`src/rtl/shadow_port_pkg.sv`:
```
// Constants and carrier types of the shadow data port
// Assumes a 20 MHz clock and an APB master with 32-bit data

package shadow_port_pkg;

  // ********************
  // Sizes
  // ********************
  localparam int DEPTH = 16;
  localparam int PW = 4;
  localparam int CW = 5;
  localparam logic [CW-1:0] DEPTH_CNT = 5'h10;
  localparam logic [CW-1:0] SINGLE_CNT = 5'h01;

  // ********************
  // Byte addresses
  // ********************
  localparam logic [31:0] DATA_ALIAS_ADDR = 32'h5000104C;
  localparam logic [31:0] CTRL_ADDR = 32'h50001100;
  localparam logic [31:0] LINE_STATUS_ADDR = 32'h50001104;
  localparam logic [31:0] INT_STATUS_ADDR = 32'h50001108;
  localparam logic [31:0] INT_MASK_ADDR = 32'h5000110C;

  // ********************
  // Field positions
  // ********************
  localparam int CTRL_FIFO_EN_BIT = 0;
  localparam int CTRL_IR_MODE_BIT = 1;
  localparam int LS_DATA_READY_BIT = 0;
  localparam int LS_HOLD_EMPTY_BIT = 5;
  localparam int LS_TX_IDLE_BIT = 6;
  localparam int EV_RX = 0;
  localparam int EV_OVERRUN = 1;
  localparam int EV_TX_DROP = 2;
  localparam int EV_TX_EMPTY = 3;
  localparam int EV_W = 4;

  // ********************
  // Reset values
  // ********************
  localparam logic CTRL_FIFO_EN_RST = 1'b0;
  localparam logic CTRL_IR_MODE_RST = 1'b0;
  localparam logic [EV_W-1:0] INT_MASK_RST = 4'h0;
  localparam logic [7:0] DATA_RST = 8'h00;

  // ********************
  // Carriers
  // ********************
  typedef logic [PW-1:0] ptr_t;
  typedef logic [CW-1:0] cnt_t;

  typedef struct packed {
    logic psel;
    logic penable;
    logic pwrite;
    logic [31:0] paddr;
    logic [31:0] pwdata;
  } apb_req_t;

  typedef struct packed {
    logic [31:0] prdata;
    logic pready;
    logic pslverr;
  } apb_rsp_t;

  typedef struct packed {
    logic valid;
    logic [7:0] data;
  } char_t;

endpackage

```
`src/rtl/uart_shadow_data_port.sv`:
```
// Shadow data port of a UART: receive and transmit character queues
// Assumes receivers and transmitter run on clk and hand over whole characters
//
// Functional notes
// - Data alias seven answers at byte address 0x5000104C as a 32-bit word.
// - Low byte read returns serial or infrared received character per mode.
// - FIFOs off: new character overwrites unread byte and flags overrun.
// - FIFOs on: read returns head of receive FIFO.
// - Receive FIFO full: keep entries, drop new character, flag overrun.
// - Low byte write queues character for serial or infrared output.
// - FIFOs off: single write clears holding-empty flag.
// - FIFOs off: further writes before holding-empty overwrite pending character.
// - FIFOs on: writes accepted until sixteen-deep transmit FIFO is full.
// - Writes while transmit FIFO is full are discarded.

`timescale 1ns/100ps
`default_nettype none

module uart_shadow_data_port (
  input wire logic clk,
  input wire logic nrst,
  input wire shadow_port_pkg::apb_req_t apbReq,
  output shadow_port_pkg::apb_rsp_t apbRsp,
  input wire shadow_port_pkg::char_t serialRxChar,
  input wire shadow_port_pkg::char_t irRxChar,
  output shadow_port_pkg::char_t txChar,
  output logic txToIr,
  input wire logic txAccept,
  output logic irq
);
  import shadow_port_pkg::*;

  // ********************
  // State
  // ********************
  // One struct holds every flop of the port
  typedef struct packed {
    // Receive queue
    logic [DEPTH-1:0][7:0] rxMem;
    ptr_t rxRd;
    ptr_t rxWr;
    cnt_t rxCnt;
    // Transmit queue
    logic [DEPTH-1:0][7:0] txMem;
    ptr_t txRd;
    ptr_t txWr;
    cnt_t txCnt;
    // Control and events
    logic fifoEn;
    logic irMode;
    logic [EV_W-1:0] intStat;
    logic [EV_W-1:0] intMask;
    // Transmit output stage
    logic outValid;
    logic [7:0] outData;
    logic outIr;
    // Bus answer and interrupt
    logic [31:0] prdata;
    logic pready;
    logic pslverr;
    logic irq;
  } state_t;

  state_t s_r;
  state_t s_nxt;

  // ********************
  // Helpers
  // ********************
  function automatic ptr_t incPtr(input ptr_t p, input logic fifoOn);
    incPtr = fifoOn ? ptr_t'(p + 1'b1) : '0;
  endfunction

  function automatic logic addrIs(input logic [31:0] a, input logic [31:0] target);
    addrIs = (a == target);
  endfunction

  function automatic logic isMapped(input logic [31:0] a);
    isMapped = addrIs(a, DATA_ALIAS_ADDR) || addrIs(a, CTRL_ADDR) ||
      addrIs(a, LINE_STATUS_ADDR) || addrIs(a, INT_STATUS_ADDR) ||
      addrIs(a, INT_MASK_ADDR);
  endfunction

  function automatic cnt_t cntInc(input cnt_t c);
    cntInc = cnt_t'(c + 1'b1);
  endfunction

  function automatic cnt_t cntDec(input cnt_t c);
    cntDec = cnt_t'(c - 1'b1);
  endfunction

  function automatic logic isEmpty(input cnt_t c);
    isEmpty = (c == '0);
  endfunction

  // Line status byte from queue levels
  function automatic logic [7:0] lineView(input cnt_t rxc, input cnt_t txc, input logic busy);
    lineView = '0;
    lineView[LS_DATA_READY_BIT] = ~isEmpty(rxc);
    lineView[LS_HOLD_EMPTY_BIT] = isEmpty(txc);
    lineView[LS_TX_IDLE_BIT] = isEmpty(txc) & ~busy;
  endfunction

  // ********************
  // Working signals
  // ********************
  logic setup;
  logic access;
  logic wrAcc;
  logic rdAcc;
  logic hitData;
  logic hitCtrl;
  logic hitIntStat;
  logic hitIntMask;
  // Events and queue control
  logic [EV_W-1:0] evSet;
  logic [EV_W-1:0] evClr;
  char_t rxIn;
  logic rxPop;
  logic txLoad;
  logic txPush;
  cnt_t limit;
  cnt_t rxLeft;
  cnt_t txLeft;
  logic [7:0] lineStatus;

  // ********************
  // Next state
  // ********************
  always_comb begin
    // Hold unless an event below changes it
    s_nxt = s_r;
    setup = apbReq.psel & ~apbReq.penable;
    access = apbReq.psel & apbReq.penable & s_r.pready;
    wrAcc = access & apbReq.pwrite;
    rdAcc = access & ~apbReq.pwrite;
    hitData = addrIs(apbReq.paddr, DATA_ALIAS_ADDR);
    hitCtrl = addrIs(apbReq.paddr, CTRL_ADDR);
    hitIntStat = addrIs(apbReq.paddr, INT_STATUS_ADDR);
    hitIntMask = addrIs(apbReq.paddr, INT_MASK_ADDR);
    evSet = '0;
    evClr = '0;
    limit = s_r.fifoEn ? DEPTH_CNT : SINGLE_CNT;

    // Receive side
    // Only the receiver of the current mode is heard
    rxIn = s_r.irMode ? irRxChar : serialRxChar;
    rxPop = rdAcc & hitData & ~isEmpty(s_r.rxCnt);
    // Pop frees a slot before the arrival check
    rxLeft = rxPop ? cntDec(s_r.rxCnt) : s_r.rxCnt;
    if (rxPop) begin
      s_nxt.rxRd = incPtr(s_r.rxRd, s_r.fifoEn);
    end
    s_nxt.rxCnt = rxLeft;
    if (rxIn.valid) begin
      if (rxLeft < limit) begin
        s_nxt.rxMem[s_r.rxWr] = rxIn.data;
        s_nxt.rxWr = incPtr(s_r.rxWr, s_r.fifoEn);
        s_nxt.rxCnt = cntInc(rxLeft);
        evSet[EV_RX] = 1'b1;
      end else if (!s_r.fifoEn) begin
        // Single holding byte lost to the newcomer
        s_nxt.rxMem[s_r.rxRd] = rxIn.data;
        evSet[EV_RX] = 1'b1;
        evSet[EV_OVERRUN] = 1'b1;
      end else begin
        evSet[EV_OVERRUN] = 1'b1;
      end
    end

    // Transmit side, output stage is one slot beyond the queue
    txLoad = (~s_r.outValid | txAccept) & ~isEmpty(s_r.txCnt);
    if (s_r.outValid & txAccept) begin
      s_nxt.outValid = 1'b0;
    end
    if (txLoad) begin
      s_nxt.outValid = 1'b1;
      s_nxt.outData = s_r.txMem[s_r.txRd];
      // Mode sampled at load time
      s_nxt.outIr = s_r.irMode;
      s_nxt.txRd = incPtr(s_r.txRd, s_r.fifoEn);
    end
    // Load frees a slot in the same cycle
    txLeft = txLoad ? cntDec(s_r.txCnt) : s_r.txCnt;
    s_nxt.txCnt = txLeft;
    txPush = wrAcc & hitData;
    if (txPush) begin
      if (txLeft < limit) begin
        // Clears the holding-empty flag
        s_nxt.txMem[s_r.txWr] = apbReq.pwdata[7:0];
        s_nxt.txWr = incPtr(s_r.txWr, s_r.fifoEn);
        s_nxt.txCnt = cntInc(txLeft);
      end else if (!s_r.fifoEn) begin
        s_nxt.txMem[s_r.txRd] = apbReq.pwdata[7:0];
      end else begin
        evSet[EV_TX_DROP] = 1'b1;
      end
    end
    // Event on the emptying edge only
    if (!isEmpty(s_r.txCnt) && isEmpty(s_nxt.txCnt)) begin
      evSet[EV_TX_EMPTY] = 1'b1;
    end

    // Control writes
    // Mode bits take effect from the next cycle
    if (wrAcc && hitCtrl) begin
      s_nxt.fifoEn = apbReq.pwdata[CTRL_FIFO_EN_BIT];
      s_nxt.irMode = apbReq.pwdata[CTRL_IR_MODE_BIT];
      if (apbReq.pwdata[CTRL_FIFO_EN_BIT] != s_r.fifoEn) begin
        // FIFO enable change flushes both queues; an infrared mode change alone does not
        s_nxt.rxRd = '0;
        s_nxt.rxWr = '0;
        s_nxt.rxCnt = '0;
        s_nxt.txRd = '0;
        s_nxt.txWr = '0;
        s_nxt.txCnt = '0;
      end
    end
    if (wrAcc && hitIntMask) begin
      s_nxt.intMask = apbReq.pwdata[EV_W-1:0];
    end
    if (wrAcc && hitIntStat) begin
      evClr = apbReq.pwdata[EV_W-1:0];
    end

    // Sticky events, set beats clear
    s_nxt.intStat = (s_r.intStat & ~evClr) | evSet;
    // Level from the next status, so irq stays a flop
    s_nxt.irq = |(s_nxt.intStat & s_nxt.intMask);

    // Line status view
    lineStatus = lineView(s_r.rxCnt, s_r.txCnt, s_r.outValid);

    // APB answer, one wait-free access phase
    // Read data taken at setup; the pop lands at the access edge
    s_nxt.pready = setup;
    // Unmapped address: error with zero data, no effect
    s_nxt.pslverr = setup & ~isMapped(apbReq.paddr);
    if (setup) begin
      s_nxt.prdata = '0;
      case (apbReq.paddr)
        DATA_ALIAS_ADDR: begin
          // Upper bits stay zero
          s_nxt.prdata[7:0] = s_r.rxMem[s_r.rxRd];
        end
        CTRL_ADDR: begin
          s_nxt.prdata[CTRL_FIFO_EN_BIT] = s_r.fifoEn;
          s_nxt.prdata[CTRL_IR_MODE_BIT] = s_r.irMode;
        end
        LINE_STATUS_ADDR: begin
          s_nxt.prdata[7:0] = lineStatus;
        end
        INT_STATUS_ADDR: begin
          s_nxt.prdata[EV_W-1:0] = s_r.intStat;
        end
        INT_MASK_ADDR: begin
          s_nxt.prdata[EV_W-1:0] = s_r.intMask;
        end
        default: begin
          s_nxt.prdata = '0;
        end
      endcase
    end
  end

  // ********************
  // Registers
  // ********************
  // Every flop of the port in one process
  always_ff @(posedge clk or negedge nrst) begin
    if (!nrst) begin
      // Named reset values over an all-zero base
      s_r <= '0;
      s_r.fifoEn <= CTRL_FIFO_EN_RST;
      s_r.irMode <= CTRL_IR_MODE_RST;
      s_r.intMask <= INT_MASK_RST;
      s_r.outData <= DATA_RST;
    end else begin
      s_r <= s_nxt;
    end
  end

  // ********************
  // Outputs
  // ********************
  // Whole-struct drives, one driver per output
  assign apbRsp = '{
    prdata: s_r.prdata,
    pready: s_r.pready,
    pslverr: s_r.pslverr
  };
  assign txChar = '{
    valid: s_r.outValid,
    data: s_r.outData
  };
  assign txToIr = s_r.outIr;
  assign irq = s_r.irq;

endmodule

`default_nettype wire

```
`config.mk`:
```
export PLATFORM = sky130hd
export DESIGN_NAME = uart_shadow_data_port
export DESIGN_NICKNAME = d
export VERILOG_FILES = /design/src/rtl/shadow_port_pkg.sv /design/src/rtl/uart_shadow_data_port.sv
export SDC_FILE = /design/constraint.sdc
export NUM_CORES = 1
export LEC_CHECK = 0
export BUFFER_PORTS_ARGS = -buffer_cell sky130_fd_sc_hd__buf_2
export CORE_AREA = 2 2 168 170
export DETAILED_ROUTE_END_ITERATION = 12
export DIE_AREA = 0 0 170 172
export PLACE_DENSITY = 0.8
export SKIP_CTS_REPAIR_TIMING = 1
export SLEW_MARGIN = 25
export SYNTH_ARGS = -nofsm -noshare
export SYNTH_HDL_FRONTEND = slang
export SYNTH_SLANG_ARGS = --single-unit
```
`constraint.sdc`:
```
create_clock -name clk -period 4.82 [get_ports clk]
set_clock_uncertainty 0.1 [all_clocks]
set_input_delay 0.241 -clock clk [delete_from_list [all_inputs] [get_ports clk]]
set_output_delay 0.241 -clock clk [all_outputs]
set_load 0.02 [all_outputs]
```
* Word level (Yosys, flattened, before mapping)
Cells that the tools add are included.
** Cells by class
- $add $sub $neg :: 8
- Magnitude comparators :: 10
- Equality and inequality tests :: 8
- Multiplexer cells :: 53
- Bitwise logic cells :: 23
- Reduce and logical (&&, ||, !) cells :: 20
** Operators by type and width (number)
- $bwmux W128 :: 4
- $mux W128 :: 4
- $eq A32 B31 Y1 const B :: 5
- $demux W8 S4 :: 4
- $bmux W8 S4 :: 2
- $mux W8 :: 6
- $mux W9 :: 5
- $mux W13 :: 3
- $mux W4 :: 8
- $lt A4 B5 Y1 const B :: 4
- $add A4 B1 Y4 const B :: 4
- $ge A4 B1 Y1 const B :: 4
- $logic_not A5 Y1 :: 3
- $mux W15 :: 1
- $mux W5 :: 3
- $and A1 B1 Y1 :: 12
- $add A5 B1 Y5 const B :: 2
- $lt A5 B5 Y1 :: 2
- $mux W10 :: 1
- $pmux W2 S5 :: 1
- $sub A5 B1 Y5 const B :: 2
- $and A4 B4 Y4 :: 2
- $logic_and A1 B1 Y1 :: 8
- $mux W1 :: 8
- 14 further kinds :: 24
** Storage, ports and cells
- Flip-flop bits (word level) :: 313
- Bits of input ports :: 88
- Output and inout port bits :: 45
- Logic and storage cells :: 171

* Logic depth before layout (Yosys ltp)
- Word-level depth :: 13
- Depth in mapped cells :: 14
- Depth with buffers taken out :: 13

* Worst setup path before layout
No wires, ideal clock.
- Path kind :: input-to-reg
- Start point :: in apbReq[52] (netlist name)
- End point :: reg s_r[209] (netlist name)
- Setup time :: 0.125 ns
- Arrival time :: 3.869 ns
- Required time :: 4.595 ns
- Setup slack :: 0.726 ns
- Stages :: 13
- Buffers on the path :: 3
- Cells stage by stage :: or4_4 -> or3_1 -> nor3_1 -> clkbuf_1 -> a21boi_0 -> ha_1 -> o21a_1 -> nor2_1 -> clkbuf_1 -> buf_1 -> nand3_1 -> mux2i_4 -> mux2_4
** On the way
- Word-level cells in the longest chain between the ends :: 7
- Elaborated cells between the ends (all ways) :: 8
- Classes of those cells :: 1 x order compare; 2 x eq/ne; 2 x mux; 2 x bitwise; 1 x reduce/logical
** Ends and longest elaborated chain
- start: declaration :: line uart_shadow_data_port.sv:22 : input wire shadow_port_pkg::apb_req_t apbReq,
- $eq A32 B31 Y1 * :: line uart_shadow_data_port.sv:75 : addrIs = (a == target);
- $and A1 B1 Y1 * (2 in a row) :: line uart_shadow_data_port.sv:148 : rxPop = rdAcc & hitData & ~isEmpty(s_r.rxCnt);
- $mux W5 * :: line uart_shadow_data_port.sv:150 : rxLeft = rxPop ? cntDec(s_r.rxCnt) : s_r.rxCnt;
- $lt A5 B5 Y1 * :: line uart_shadow_data_port.sv:156 : if (rxLeft < limit) begin
- $ne A2 B1 Y1 (no source line)
- $reduce_and A2 Y1 (no source line)
- end signal: assignment :: line uart_shadow_data_port.sv:279 : s_r <= s_nxt;
- end: declaration :: line uart_shadow_data_port.sv:64 : state_t s_r;
Mark *: on every way between the ends. The rest lies on a longest branch, timed or not.
A chain may end at the register's enable or synchronous reset.

* Worst setup path after layout
- Start point :: reg s_r[196] (netlist name)
- End point :: reg s_r[247] (netlist name)
** On the way
- Word-level cells in the longest chain between the ends :: 7
- Elaborated cells between the ends (all ways) :: 9
- Classes of those cells :: 1 x add/sub; 1 x order compare; 1 x eq/ne; 2 x mux; 2 x bitwise; 2 x reduce/logical
** Ends and longest elaborated chain (line)
- parallel branches: the longest is 3 deep, another holds $sub A5 B1 Y5
- $mux W5 * :: uart_shadow_data_port.sv:150
- $lt A5 B5 Y1 * :: uart_shadow_data_port.sv:156
- $ne A2 B1 Y1 (no source line)
- $reduce_and A2 Y1 (no source line)
Every way passes the cells marked *.

==> flow_summary.ini <==
[run_status]
outcome = complete, no violations

[worst_setup_path]
critPathLaunchType = register
cp_top_family = simple AND/OR/NAND/NOR gates
endpoint_kind = register
path_cells = inv_1 -> ha_1 -> or4bb_1 -> or4b_1 -> o41a_1 -> o21ai_4 -> and2_4 -> mux2i_4 -> mux2_4
max_stage_delay_ps = 710
cp_max_fo = 16
required_ps = 5100
slowest_stage = mux2i_4
arrival_ps = 4480
r2r_setup_slack_ps = 610
critPathBufInv = 1
path_class = register to register

[clock_tree]
clkTransAtPathRegs_ps = 60
cts_root_buf = clkbuf_16
cts.sinks = 313
cts_tree = done
clockBufferDepth = 3
clk_latency_ps = 510
htreeDepth = 2
numCtsBuffers = 35

[yosys]
synth-main-ff-cell = dfrtp_1
synthSimpleGateAreaFrac = 0.08189
synth_compound_gate_area_share = 0.03757
synth.distinct_cells = 63
syn-cell-area_um2 = 16520
ys_ff_latch = 313
netlist_instances = 1222
synth.largest_area_cell = dfrtp_1
synth_most_common_cell = dfrtp_1
synthTopCellsByCount = 313 x dfrtp_1, 129 x mux2_2, 93 x nand2_1
ys.warnings.count = 0
synth_xor_area_frac = 0.006363
synthAdderAreaFrac = 0.01667
synth_top_family_by_area = multiplexers
synth_edf_count = 0
muxShareOfSynthArea = 0.3397
ys_seq_area_frac = 0.4742
synth_async_sr_flop_share = 1.000
synth.top_cell.area_share = 0.4742
synth_area_leaders = dfrtp_1 47%, mux4_2 11%, mux2_2 8.8%, mux2_4 7.3%, mux2_1 4.1%
syn_avg_cell_area_um2 = 13.52

[cells_and_area]
nets = 1374
fillers = 1898
finalNonFillerCells = 1637
area_growth_pct = 10.34
layout-drive-gt1-share = 0.3765
n_antenna_cell = 0
final_area_um2 = 18230

[timing]
min_period_ps = 4207
period_share = 0.8728
fin_setup_tns_ps = 0
slew_headroom = 0.3436
finalSetupViolCount = 0
finalHoldViolations = 0
rsz0062_at_grt = no
worst_slew_pin_slew_ps = 981.5
fmax_mhz = 237.7
whs_ps = 29.38
slew_violations = 0

[detailed_routing]
drt_wl_total_um = 36450
ant_nets = 0
via_count = 10280
firstDrtPassIters = 6
drt_iter0_markers = 839
avgViaCountPerCell = 6.277
wl_per_cell_um = 22.26
drc = 0

[die]
rows = 61
core_um2 = 27480
fp.dieW_um = 170
start_util = 0.6011
io_pins = 133
fp.dieArea_um2 = 29240
die_h_um = 172

[placement]
dp_cells = 1571
numPortBuffers = 84
gp_congestion = 0.8515
place_area_um2 = 16960
hpwl_um = 23400

[hold_path]
worstHoldPathType = input pin to register

[global_routing]
antenna_found_initial = 0
grt_max_degree = 139
grt_use_total = 0.2568
grt_pass1_vias = 10530
grt_pass1_wl_um = 58140
overflow = 0

[flow_run]
cap_viol_max_count = 0

[pwr]
ir_worst_vdd_mv = 0.4158
power_density_nw_per_um2 = 415.1
leakage_nw = 8.454
power_w = 0.007566
[worst paths after layout]
path,startpoint,endpoint,depth (start not counted)
max reg2reg,s_r[196],s_r[247],9
max,s_r[196],s_r[247],9
min,txAccept,txChar[8],3
min in group asynchronous,nrst,s_r[318],2
max in group asynchronous,nrst,s_r[194],4
min reg2reg,txChar[4],txChar[4],2
[metal layers]
layer  wire length, um  track usage
met5                 0            0
met4               968      0.08956
met3              2447      0.05219
met2             17020       0.3961
met1             16010       0.3675
[cell families (layout without fill, tap and decap cells)]
logic type	Yosys count	after routing
buffers and inverters	138	184
AOI/OAI and AO/OA	92	92
adders and majority gates	22	22
muxes	377	377
DFF	313	313
and+or+nand+nor	267	267
xor gates and xnor gates	12	12
other	1	24
[power breakdown]
part	leakage [nW]	total, W	switching (W)	internal (W)
clock network	0.601	0.00280	0.00110	0.00170
logic	3.54	0.00194	0.00125	0.000688
registers	4.31	0.00283	0.0000973	0.00274
total	8.45	0.00757	0.00245	0.00512
[state kept, by name, summed over array words and instances (netlist names)]
name    flops
txChar      9
s_r       292
irq         1
txToIr      1
apbRsp     10
[stage by stage]
step                      utilization  setup WS [ps]
final                          0.6633          613.1
after floorplan                     -          725.8
after global placement         0.6172          595.3
after global routing           0.6633          468.7
after detailed placement       0.6172          523.4
after CTS                      0.6618          646.5
[tightest hold or removal path, delay by kind of cell]
kind	cells	cell delay [ps]
simple gates	2	270
buf+inv	1	80
[final cells by class]
type,instances,area (um^2),area share
clock buffer,48,1006,0.05520
clock inverter,16,220.2,0.01208
inverter,20,75.07,0.004119
multi-input combinational,794,8068,0.4427
sequential,313,7838,0.4300
tap,346,432.9,0.02375
timing repair buffer,100,585.6,0.03213
[placed cells by master (no fill, tap or decap), types with 16 or more instances in the layout]
master,synthesis,final
dfrtp_1,313,311
mux2_2,129,129
nand2_1,93,93
buf_2,0,83
mux4_2,80,80
mux2_4,80,80
mux2_1,60,60
nand3_1,50,50
clkbuf_16,0,36
nor2_1,35,35
conb_1,1,24
ha_1,22,22
o21ai_0,21,21
inv_1,20,20
a21oi_1,20,20
nand4_1,18,18
mux2i_4,16,16
Note: power is estimated with default switching activity, not from simulation.
